## config.mk

```make
export PLATFORM = sky130hd
export DESIGN_NAME = vfl_lookup
export DESIGN_NICKNAME = d
export VERILOG_FILES = /design/src/inc/vfl_pkg.sv /design/src/rtl/vfl_lookup.sv
export SDC_FILE = /design/constraint.sdc
export NUM_CORES = 2
export LEC_CHECK = 0
export BUFFER_PORTS_ARGS = -buffer_cell sky130_fd_sc_hd__clkbuf_2
export CAP_MARGIN = 10
export CORE_ASPECT_RATIO = 1.4
export CORE_MARGIN = 4
export CORE_UTILIZATION = 60
export DETAILED_ROUTE_END_ITERATION = 6
export PLACE_DENSITY_LB_ADDON = 0.08
export SETUP_SLACK_MARGIN = 0.02
export SYNTH_ARGS = -nofsm -noshare
export SYNTH_HDL_FRONTEND = slang
export SYNTH_SLANG_ARGS = --single-unit
export TNS_END_PERCENT = 1
```

## constraint.sdc

```tcl
create_clock -name aclk -period 7.3 [get_ports aclk]
set_input_delay 0.365 -clock aclk [delete_from_list [all_inputs] [get_ports aclk]]
set_output_delay 0.365 -clock aclk [all_outputs]
set_load 0.02 [all_outputs]
```

## src/inc/vfl_pkg.sv

```systemverilog
`default_nettype none
package vfl_pkg;
  // ==========================================================
  // Sizes
  localparam int NPORT    = 5;
  localparam int VID_W    = 12;
  localparam int FID_W    = 7;
  localparam int MAC_W    = 48;
  localparam int VT_DEPTH = 128;
  localparam int VT_AW    = 7;
  localparam int CNT_W    = 16;
  // ==========================================================
  // Register byte offsets
  localparam logic [7:0] A_GCTRL   = 8'h00;
  localparam logic [7:0] A_VT_IDX  = 8'h04;
  localparam logic [7:0] A_VT_DATA = 8'h08;
  localparam logic [7:0] A_STAT    = 8'h0C;
  localparam logic [7:0] A_PCTRL2  = 8'h20;
  localparam logic [7:0] A_PORT_DEFAULT_VLAN_ID    = 8'h40;
  // ==========================================================
  // Field positions
  localparam int GC_VLAN_EN  = 7;
  localparam int PC_INFILT   = 6;
  localparam int PC_NONPVID  = 5;
  localparam int VE_FID_LSB  = 0;
  localparam int VE_MEM_LSB  = 7;
  localparam int VE_VALID    = 12;
  localparam int VE_VHI_LSB  = 13;
  localparam int VE_W        = 18;
  // ==========================================================
  // Reset values and answers
  localparam logic             VLAN_EN_RST = 1'b0;
  localparam logic [VID_W-1:0] PORT_DEFAULT_VLAN_ID_RST    = 12'h001;
  localparam logic [1:0]       PFLT_RST    = 2'h0;
  localparam logic [1:0]       RESP_OKAY   = 2'h0;
  localparam logic [1:0]       RESP_SLVERR = 2'h2;
  // ==========================================================
  // Table operations and states
  typedef enum logic [2:0] {
    OP_STA     = 3'h0,
    OP_DYN_DA  = 3'h1,
    OP_DYN_SA  = 3'h2,
    OP_LEARN   = 3'h3,
    OP_REFRESH = 3'h4
  } vfl_op_e;
  typedef enum logic [2:0] {
    S_IDLE, S_VLAN, S_STA, S_DDA, S_DSA, S_LRN, S_OUT
  } vfl_state_e;
endpackage
`default_nettype wire

```

## src/rtl/vfl_lookup.sv

```systemverilog
// Function
// - A 128-entry VLAN table, indexed by the low 7 VID bits and tagged with the upper 5, yields a 7-bit forwarding domain id.
// - With VLAN enabled, untagged or null-VID frames use the ingress port default VLAN ID.
// - In VLAN mode every decision starts with a VLAN table validity check.
// - An invalid VLAN ID drops the frame and its source is not learned.
// - A valid VLAN ID gives the domain id, which with the DA resolves the destination.
// - No usable static entry and no dynamic hit floods to the VLAN members.
// - No usable static entry but a dynamic hit sends to the dynamic entry port.
// - A static hit with clear domain check flag or matching domain forwards to its ports.
// - A static hit with set flag and other domain is ignored in favour of the dynamic result.
// - Domain id plus SA absent from the dynamic table is written into it.
// - Domain id plus SA already present refreshes that entry time stamp.
// - Per port ingress filtering and non-default-VID discard follow port control bits 6:5.
//
// Decided for this implementation: the address map and the AXI4-Lite register port.
`timescale 1ns/1ps
`default_nettype none
module vfl_lookup
  import vfl_pkg::*;
(
  input  wire logic              aclk,
  input  wire logic              aresetn,
  input  wire logic              s_axi_awvalid,
  output logic                   s_axi_awready,
  input  wire logic [7:0]        s_axi_awaddr,
  input  wire logic              s_axi_wvalid,
  output logic                   s_axi_wready,
  input  wire logic [31:0]       s_axi_wdata,
  input  wire logic [3:0]        s_axi_wstrb,
  output logic                   s_axi_bvalid,
  input  wire logic              s_axi_bready,
  output logic [1:0]             s_axi_bresp,
  input  wire logic              s_axi_arvalid,
  output logic                   s_axi_arready,
  input  wire logic [7:0]        s_axi_araddr,
  output logic                   s_axi_rvalid,
  input  wire logic              s_axi_rready,
  output logic [31:0]            s_axi_rdata,
  output logic [1:0]             s_axi_rresp,
  input  wire logic              frm_valid,
  output logic                   frm_ready,
  input  wire logic [2:0]        frm_port,
  input  wire logic              frm_tagged,
  input  wire logic [VID_W-1:0]  frm_vid,
  input  wire logic [MAC_W-1:0]  frm_da,
  input  wire logic [MAC_W-1:0]  frm_sa,
  output logic                   tbl_req,
  output vfl_op_e                tbl_op,
  output logic [MAC_W-1:0]       tbl_mac,
  output logic [FID_W-1:0]       tbl_fid,
  output logic [2:0]             tbl_port,
  input  wire logic              tbl_ack,
  input  wire logic              tbl_hit,
  input  wire logic [NPORT-1:0]  tbl_sta_ports,
  input  wire logic              tbl_sta_use_fid,
  input  wire logic [FID_W-1:0]  tbl_sta_fid,
  input  wire logic [2:0]        tbl_dyn_port,
  output logic                   dec_valid,
  input  wire logic              dec_ready,
  output logic                   dec_drop,
  output logic [NPORT-1:0]       dec_ports
);

  // ==========================================================
  // State
  typedef struct packed {
    vfl_state_e                  st;
    logic                        vlan_en;
    logic [VT_AW-1:0]            vt_idx;
    logic [NPORT-1:0][1:0]       pflt;
    logic [NPORT-1:0][VID_W-1:0] port_default_vlan_id;
    logic [CNT_W-1:0]            fwd_cnt;
    logic [CNT_W-1:0]            drop_cnt;
    logic [2:0]                  port;
    logic [VID_W-1:0]            vid;
    logic [MAC_W-1:0]            da;
    logic [MAC_W-1:0]            sa;
    logic [FID_W-1:0]            forwarding_domain_id;
    logic [NPORT-1:0]            members;
    logic [NPORT-1:0]            sta_ports;
    logic [NPORT-1:0]            ports;
    logic                        sta_ok;
    logic                        drop;
    logic                        learn_new;
    logic                        aw_got;
    logic                        w_got;
    logic [7:0]                  awaddr;
    logic [31:0]                 wdata;
    logic [3:0]                  wstrb;
    logic                        bvalid;
    logic [1:0]                  bresp;
    logic                        rvalid;
    logic [1:0]                  rresp;
    logic [31:0]                 rdata;
  } vfl_state_s;

  vfl_state_s            s_q;
  vfl_state_s            s_d;
  logic [VE_W-1:0]       vtab [VT_DEPTH];
  logic                  vt_we;
  logic [VE_W-1:0]       vt_wdata;
  logic [VE_W-1:0]       vt_e;
  logic [VE_W-1:0]       vt_cur;
  logic                  vt_hit;
  logic                  vt_filt;
  logic [VID_W-1:0]      pv_frm;
  logic [VID_W-1:0]      pv_cur;
  logic [31:0]           wr_word;

  // ==========================================================
  // Helpers
  function automatic logic [NPORT-1:0] onehot(input logic [2:0] p);
    logic [NPORT-1:0] r;
    r = '0;
    if (32'(p) < NPORT)
    begin
      r[p] = 1'b1;
    end
    return r;
  endfunction

  function automatic logic in_bank(input logic [7:0] a, input logic [7:0] b);
    return (a >= b) && (32'(a) < 32'(b) + 4 * NPORT) && (a[1:0] == 2'h0);
  endfunction

  function automatic logic [2:0] bank_idx(input logic [7:0] a, input logic [7:0] b);
    logic [7:0] o;
    o = a - b;
    return o[4:2];
  endfunction

  function automatic logic addr_ok(input logic [7:0] a);
    return a == A_GCTRL || a == A_VT_IDX || a == A_VT_DATA || a == A_STAT
        || in_bank(a, A_PCTRL2) || in_bank(a, A_PORT_DEFAULT_VLAN_ID);
  endfunction

  function automatic logic [31:0] rd_word(input logic [7:0] a);
    logic [31:0] r;
    r = 32'h0;
    if (a == A_GCTRL)
      r[GC_VLAN_EN] = s_q.vlan_en;
    else if (a == A_VT_IDX)
      r[VT_AW-1:0] = s_q.vt_idx;
    else if (a == A_VT_DATA)
      r[VE_W-1:0] = vt_cur;
    else if (a == A_STAT)
      r = {s_q.drop_cnt, s_q.fwd_cnt};
    else if (in_bank(a, A_PCTRL2))
      r[PC_INFILT:PC_NONPVID] = s_q.pflt[bank_idx(a, A_PCTRL2)];
    else if (in_bank(a, A_PORT_DEFAULT_VLAN_ID))
      r[VID_W-1:0] = s_q.port_default_vlan_id[bank_idx(a, A_PORT_DEFAULT_VLAN_ID)];
    return r;
  endfunction

  function automatic logic [31:0] merge(input logic [31:0] o, input logic [31:0] n,
                                        input logic [3:0] s);
    logic [31:0] r;
    r = o;
    for (int i = 0; i < 4; i++)
    begin
      if (s[i])
      begin
        r[8*i +: 8] = n[8*i +: 8];
      end
    end
    return r;
  endfunction

  // ==========================================================
  // VLAN entry decode
  assign vt_e    = vtab[s_q.vid[VT_AW-1:0]];
  assign vt_cur  = vtab[s_q.vt_idx];
  assign pv_frm  = s_q.port_default_vlan_id[frm_port];
  assign pv_cur  = s_q.port_default_vlan_id[s_q.port];
  // Upper VID bits stored in the entry tell which of the 32 aliases owns it
  assign vt_hit  = vt_e[VE_VALID]
                && (vt_e[VE_W-1:VE_VHI_LSB] == s_q.vid[VID_W-1:VT_AW]);
  assign vt_filt = (s_q.pflt[s_q.port][1] && !vt_e[VE_MEM_LSB + 32'(s_q.port)])
                || (s_q.pflt[s_q.port][0] && (s_q.vid != pv_cur));
  assign wr_word = merge(rd_word(s_q.awaddr), s_q.wdata, s_q.wstrb);

  // ==========================================================
  // Outputs
  assign s_axi_awready = !s_q.aw_got && !s_q.bvalid;
  assign s_axi_wready  = !s_q.w_got && !s_q.bvalid;
  assign s_axi_bvalid  = s_q.bvalid;
  assign s_axi_bresp   = s_q.bresp;
  assign s_axi_arready = !s_q.rvalid;
  assign s_axi_rvalid  = s_q.rvalid;
  assign s_axi_rdata   = s_q.rdata;
  assign s_axi_rresp   = s_q.rresp;
  assign frm_ready     = (s_q.st == S_IDLE);
  assign tbl_req       = (s_q.st == S_STA) || (s_q.st == S_DDA)
                      || (s_q.st == S_DSA) || (s_q.st == S_LRN);
  assign tbl_mac       = (s_q.st == S_DSA || s_q.st == S_LRN) ? s_q.sa : s_q.da;
  assign tbl_fid       = s_q.forwarding_domain_id;
  assign tbl_port      = s_q.port;
  assign dec_valid     = (s_q.st == S_OUT);
  assign dec_drop      = s_q.drop;
  assign dec_ports     = s_q.ports;

  always_comb
  begin
    case (s_q.st)
      S_STA:   tbl_op = OP_STA;
      S_DDA:   tbl_op = OP_DYN_DA;
      S_DSA:   tbl_op = OP_DYN_SA;
      S_LRN:   tbl_op = s_q.learn_new ? OP_LEARN : OP_REFRESH;
      default: tbl_op = OP_STA;
    endcase
  end

  // ==========================================================
  // Next state
  always_comb
  begin
    s_d      = s_q;
    vt_we    = 1'b0;
    vt_wdata = wr_word[VE_W-1:0];
    if (s_axi_awvalid && s_axi_awready)
    begin
      s_d.aw_got = 1'b1;
      s_d.awaddr = s_axi_awaddr;
    end
    if (s_axi_wvalid && s_axi_wready)
    begin
      s_d.w_got = 1'b1;
      s_d.wdata = s_axi_wdata;
      s_d.wstrb = s_axi_wstrb;
    end
    if (s_q.bvalid && s_axi_bready)
    begin
      s_d.bvalid = 1'b0;
    end
    if (s_q.aw_got && s_q.w_got)
    begin
      s_d.aw_got = 1'b0;
      s_d.w_got  = 1'b0;
      s_d.bvalid = 1'b1;
      s_d.bresp  = addr_ok(s_q.awaddr) ? RESP_OKAY : RESP_SLVERR;
      if (s_q.awaddr == A_GCTRL)
        s_d.vlan_en = wr_word[GC_VLAN_EN];
      else if (s_q.awaddr == A_VT_IDX)
        s_d.vt_idx = wr_word[VT_AW-1:0];
      else if (s_q.awaddr == A_VT_DATA)
        vt_we = 1'b1;
      else if (s_q.awaddr == A_STAT)
      begin
        // Any write clears both counters
        s_d.fwd_cnt  = '0;
        s_d.drop_cnt = '0;
      end
      else if (in_bank(s_q.awaddr, A_PCTRL2))
        s_d.pflt[bank_idx(s_q.awaddr, A_PCTRL2)] = wr_word[PC_INFILT:PC_NONPVID];
      else if (in_bank(s_q.awaddr, A_PORT_DEFAULT_VLAN_ID))
        s_d.port_default_vlan_id[bank_idx(s_q.awaddr, A_PORT_DEFAULT_VLAN_ID)] = wr_word[VID_W-1:0];
    end
    if (s_q.rvalid && s_axi_rready)
    begin
      s_d.rvalid = 1'b0;
    end
    if (s_axi_arvalid && s_axi_arready)
    begin
      s_d.rvalid = 1'b1;
      s_d.rdata  = rd_word(s_axi_araddr);
      s_d.rresp  = addr_ok(s_axi_araddr) ? RESP_OKAY : RESP_SLVERR;
    end
    case (s_q.st)
      S_IDLE:
      begin
        if (frm_valid)
        begin
          s_d.port  = frm_port;
          s_d.da    = frm_da;
          s_d.sa    = frm_sa;
          s_d.drop  = 1'b0;
          s_d.ports = '0;
          if (s_q.vlan_en && (!frm_tagged || frm_vid == '0))
            s_d.vid = pv_frm;
          else
            s_d.vid = frm_vid;
          if (s_q.vlan_en)
            s_d.st = S_VLAN;
          else
          begin
            // Plain address mode: one domain, all ports members
            s_d.forwarding_domain_id     = '0;
            s_d.members = '1;
            s_d.st      = S_STA;
          end
        end
      end
      S_VLAN:
      begin
        s_d.forwarding_domain_id     = vt_e[VE_FID_LSB +: FID_W];
        s_d.members = vt_e[VE_MEM_LSB +: NPORT];
        if (!vt_hit || vt_filt)
        begin
          // Skips all table work, so nothing is learned
          s_d.drop = 1'b1;
          s_d.st   = S_OUT;
        end
        else
          s_d.st = S_STA;
      end
      S_STA:
      begin
        if (tbl_ack)
        begin
          s_d.sta_ok    = tbl_hit && (!tbl_sta_use_fid || tbl_sta_fid == s_q.forwarding_domain_id);
          s_d.sta_ports = tbl_sta_ports;
          s_d.st        = S_DDA;
        end
      end
      S_DDA:
      begin
        if (tbl_ack)
        begin
          if (s_q.sta_ok)
            s_d.ports = s_q.sta_ports;
          else if (tbl_hit)
            s_d.ports = onehot(tbl_dyn_port);
          else
            s_d.ports = s_q.members;
          s_d.st = S_DSA;
        end
      end
      S_DSA:
      begin
        if (tbl_ack)
        begin
          s_d.learn_new = !tbl_hit;
          s_d.st        = S_LRN;
        end
      end
      S_LRN:
      begin
        if (tbl_ack)
          s_d.st = S_OUT;
      end
      S_OUT:
      begin
        if (dec_ready)
        begin
          if (s_q.drop)
            s_d.drop_cnt = s_d.drop_cnt + 1'b1;
          else
            s_d.fwd_cnt = s_d.fwd_cnt + 1'b1;
          s_d.st = S_IDLE;
        end
      end
      default: s_d.st = S_IDLE;
    endcase
  end

  // ==========================================================
  // Registers
  always_ff @(posedge aclk)
  begin
    if (!aresetn)
    begin
      s_q         <= '0;
      s_q.st      <= S_IDLE;
      s_q.vlan_en <= VLAN_EN_RST;
      s_q.pflt    <= {NPORT{PFLT_RST}};
      s_q.port_default_vlan_id    <= {NPORT{PORT_DEFAULT_VLAN_ID_RST}};
    end
    else
      s_q <= s_d;
  end

  // Entries reset invalid so a stale VID can never pass
  always_ff @(posedge aclk)
  begin
    if (!aresetn)
    begin
      for (int i = 0; i < VT_DEPTH; i++)
        vtab[i] <= '0;
    end
    else if (vt_we)
      vtab[s_q.vt_idx] <= vt_wdata;
  end

  // ==========================================================
  // Assertions
  a_vlan_first: assert property (@(posedge aclk) disable iff (!aresetn)
    frm_valid && frm_ready && s_q.vlan_en |=> s_q.st == S_VLAN)
    else $error("vlan check skipped");
  a_default_vid: assert property (@(posedge aclk) disable iff (!aresetn)
    frm_valid && frm_ready && s_q.vlan_en && (!frm_tagged || frm_vid == '0)
    |=> s_q.vid == $past(pv_frm))
    else $error("default vid not used");
  a_bad_vid_drop: assert property (@(posedge aclk) disable iff (!aresetn)
    s_q.st == S_VLAN && !vt_hit |=> dec_valid && dec_drop && !tbl_req)
    else $error("invalid vid not dropped");
  a_domain_fetch: assert property (@(posedge aclk) disable iff (!aresetn)
    s_q.st == S_VLAN && vt_hit && !vt_filt
    |=> s_q.forwarding_domain_id == $past(vt_e[VE_FID_LSB +: FID_W]) && s_q.st == S_STA)
    else $error("domain id not fetched");
  a_port_filter: assert property (@(posedge aclk) disable iff (!aresetn)
    s_q.st == S_VLAN && vt_filt |=> dec_drop && dec_ports == '0)
    else $error("filtered frame passed");
  a_flood_members: assert property (@(posedge aclk) disable iff (!aresetn)
    s_q.st == S_DDA && tbl_ack && !s_q.sta_ok && !tbl_hit |=> s_q.ports == s_q.members)
    else $error("flood mask wrong");
  a_dyn_forward: assert property (@(posedge aclk) disable iff (!aresetn)
    s_q.st == S_DDA && tbl_ack && !s_q.sta_ok && tbl_hit
    |=> s_q.ports == onehot($past(tbl_dyn_port)))
    else $error("dynamic port wrong");
  a_static_fwd: assert property (@(posedge aclk) disable iff (!aresetn)
    s_q.st == S_DDA && tbl_ack && s_q.sta_ok |=> s_q.ports == $past(s_q.sta_ports))
    else $error("static ports wrong");
  a_learn_new: assert property (@(posedge aclk) disable iff (!aresetn)
    s_q.st == S_DSA && tbl_ack && !tbl_hit |=> tbl_req && tbl_op == OP_LEARN)
    else $error("missing learn");
  a_refresh: assert property (@(posedge aclk) disable iff (!aresetn)
    s_q.st == S_DSA && tbl_ack && tbl_hit |=> tbl_req && tbl_op == OP_REFRESH)
    else $error("missing refresh");
  a_no_vlan: assert property (@(posedge aclk) disable iff (!aresetn)
    frm_valid && frm_ready && !s_q.vlan_en |=> s_q.st == S_STA && !s_q.drop)
    else $error("vlan applied while off");
  a_learn_first: assert property (@(posedge aclk) disable iff (!aresetn)
    $rose(dec_valid) && !dec_drop |-> $past(s_q.st == S_LRN))
    else $error("decision before learning");
  c_flood: cover property (@(posedge aclk) disable iff (!aresetn)
    s_q.st == S_DDA && tbl_ack && !s_q.sta_ok && !tbl_hit);
  c_drop: cover property (@(posedge aclk) disable iff (!aresetn)
    dec_valid && dec_ready && dec_drop);
  c_learn: cover property (@(posedge aclk) disable iff (!aresetn)
    tbl_req && tbl_ack && tbl_op == OP_LEARN);

endmodule // vfl_lookup
`default_nettype wire

```

==> impl_results.md <==
* Status: complete, but fails checks
* Failing checks: DRC, capacitance limit
* Count of state elements after synthesis at 2634
* Critical Path RT at 8.03 ns
* Clock buffer count from CTS at between 200 and 300
* Worst VDD drop at roughly 0.21 mV
* Slew margin rel. at 0.0164
* CP endpoint kind: flop
* Setup TNS at 0 ns
* Post-layout nets at 10300
* Global-route wire length before repair at 724000 µm
* Die width at 408 µm
* PwrDens at about 260 nW/µm²
* Final ANT Viol Nets at 0
* Die H at 568 µm
* GRT overflow at 0
* Initial DRT Pass Iterations at 7
* CTS sink count at 2634
* Critical path fanouts, max at 33
* Total Power Consumption at 39.3 mW
* RSZ-0062 raised after global routing: false
* Fill count at approximately 16000
* CTS tree: done
* Ys async rst share at 0
* Top-area cell type share of the netlist area at 0.515
* Final Max Slew Viols at 0
* Post CTS Setup Buffer Count at 0
* Critical path class: reg2reg
* Starting Density at 0.603
* Number of antenna violations at the first check in global routing at 61
* Row count at 205
* Post-Syn Area at 134000 µm²
* Clk slew on worst S/H paths at 0.06 ns
* Finish-stage setup viols at 0
* # port buffers at 284
* Layout area overhead at 12.0%
* Max cap viols at 1
* PostCTS Resize Cnt at 0
* Fin. Hold Viols at 0
* EDFF count, synth at 2304
* Ports at 302
* WL final at 520000 µm
* CTS max path bufs at 4
* Vias per inst at between 7 and 8
* Syn_area_per_cell at 13.6 µm²
* Fin crit share at 0.836
* Clock Tree Root: clkbuf_16
* Total number of vias at 98500
* Fmax at 164 MHz
* Largest area contributor in the netlist: edfxtp_1
* Min-delay worst type: in2reg
* Yosys Warn Count at 0
* Vias in the first global route at 96700
* Clk_lat worst skew at 0.92 ns
* GPL Wtd Cong at 0.993
* DRT iter0 DRCs at 16400
* Clock skew at ~0.064 ns
* Die area at 232000 µm²
* Slew @ Worst Pin at 1.47 ns
* WL per Instance at 39.2 µm
* Critical path launch point type: flop
* Final min period at just over 6 ns
* Library cells used by synthesis at 76
* Top cells by area, synth: edfxtp_1, mux4_2, nor2_1
* Remaining DRCs at 19
* FF/Latch Area at 75800 µm²
* Footprint of the multi-input gates at 54200 µm²
* Syn Inst Count at 9851
* Layout cells sized above 1 at 0.257
* HPWL Detailed at 337000 µm
* Largest net degree at the start of global routing at 134
* Lkg Pwr at 48.4 nW
* Top_reg_cell synth: edfxtp_1
* H-tree Lvls at 5
* Sequential-to-total area share from yosys stat at 0.565
* WP data arrival at roughly 6.8 ns
* Core Area at 223000 µm²
* GR Util All Layers at 0.446
final timing paths:
check,from,endpoint,slack (ns),cells after the start
max,flop,dec_drop$_SDFFE_PN0P_,1.20,10
min,frm_valid,s_q[112]$_SDFFE_PN0P_,0.02,4
max reg2reg,flop,dec_drop$_SDFFE_PN0P_,1.20,10
min reg2reg,s_q[203]$_SDFFE_PN0P_,s_q[203]$_SDFFE_PN0P_,0.46,2
cell usage in the layout, fill, tap and decap left out, drive strengths merged, types with 47 or more instances in the layout:
master,netlist,final
a21boi,164,164
a21oi,127,127
a221oi,47,47
a22oi,126,126
buf,518,555
clkbuf,468,624
clkinv,1,91
dfxtp,330,330
diode,0,49
dlygate4sd3,0,163
edfxtp,2304,2304
mux2,86,86
mux2i,293,293
mux4,1296,1296
nand2,779,779
nand3,116,116
nor2,2453,2453
nor2b,64,64
o21ai,157,157
layout make-up:
cell class | count | area share
sequential | 2634 | 0.504
tap | 2898 | 0.0241
clock buffer | 339 | 0.0484
antenna | 49 | 0.000815
timing repair buffer | 1003 | 0.0543
multi-input combinational | 6202 | 0.361
clock inverter | 119 | 0.00675
inverter | 30 | 0.000765
logic make-up after synthesis:
group                    count (synthesis)  share of synthesized area
AND/OR/NAND/NOR                       3599                      0.106
flip-flops                            2634                      0.565
multiplexers                          1675                      0.246
buffers and inverters                 1016                     0.0338
AO/OA/AOI/OAI                          882                     0.0459
XOR/XNOR                                41                    0.00267
adder cells (fa/ha/maj)                  3                   0.000280
other                                    1                  0.0000279
registers in the layout, indices dropped and copies added (netlist names), named ones only:
signal	flops
dec_drop	1
dec_ports	5
s_axi_bresp	1
s_axi_bvalid	1
s_axi_rdata	32
s_axi_rresp	1
s_axi_rvalid	1
s_q	264
tbl_fid	7
tbl_port	3
vtab	2304
per-stage QoR:
step | instances | hold WS, ns | setup slack (ns) | instance area [µm²] | utilization
floorplan | 9852 | 0.440 | 3.29 | 134000 | -
global placement | 12600 | 0.449 | 1.66 | 140000 | 0.630
detailed placement | 12600 | 0.455 | 1.65 | 140000 | 0.630
CTS | 13200 | 0.00466 | 1.62 | 150000 | 0.675
global route | 13200 | 0.0405 | 1.26 | 150000 | 0.675
finish | 13300 | 0.0197 | 1.20 | 150000 | 0.675
per-layer routing:
metal  vias to the layer above  track usage  routed length (µm)
met2                      9006        0.674              234000
met4                        44        0.374               55000
met1                     49200        0.512              154000
li1                      37900            -                   -
met5                         -      0.00353                 355
met3                      2395        0.159               76500
synth_stat cells (25+ instances only):
| cell | count |
|---|---|
| a21boi_0 | 163 |
| nor3_1 | 44 |
| nor2_1 | 2453 |
| a21oi_1 | 122 |
| o211ai_1 | 33 |
| nand3_1 | 116 |
| o22ai_1 | 40 |
| dfxtp_1 | 330 |
| a32oi_1 | 29 |
| clkbuf_1 | 468 |
| a221oi_1 | 45 |
| and2_1 | 38 |
| inv_1 | 27 |
| o21ai_0 | 155 |
| edfxtp_1 | 2304 |
| mux4_2 | 1296 |
| xor2_1 | 25 |
| nor2b_1 | 64 |
| buf_4 | 79 |
| nand2_1 | 779 |
| mux2i_1 | 293 |
| mux2_2 | 86 |
| buf_1 | 101 |
| buf_2 | 338 |
| a22oi_1 | 126 |
power by group:
part,internal (mW),switching (mW),leakage (nW)
registers,17.0,0.576,26.1
clock network,7.62,6.02,4.05
logic,2.75,5.35,18.3
worst max-delay path: stages (launching register included):
cell	delay, ns
dfxtp_4	1.10
buf_12	0.37
mux4_2	0.58
mux4_2	0.48
a21oi_1	1.00
o22ai_1	0.67
mux2i_1	0.72
xor2_1	0.20
nand2_1	0.06
nor4b_1	0.56
a31oi_1	0.16
what timing repair did:
action,in CTS,in global routing
hold endpoints to repair,178,0
hold buffers,163,0
setup endpoints to repair,0,0
Power figures use the tool's default switching activity.
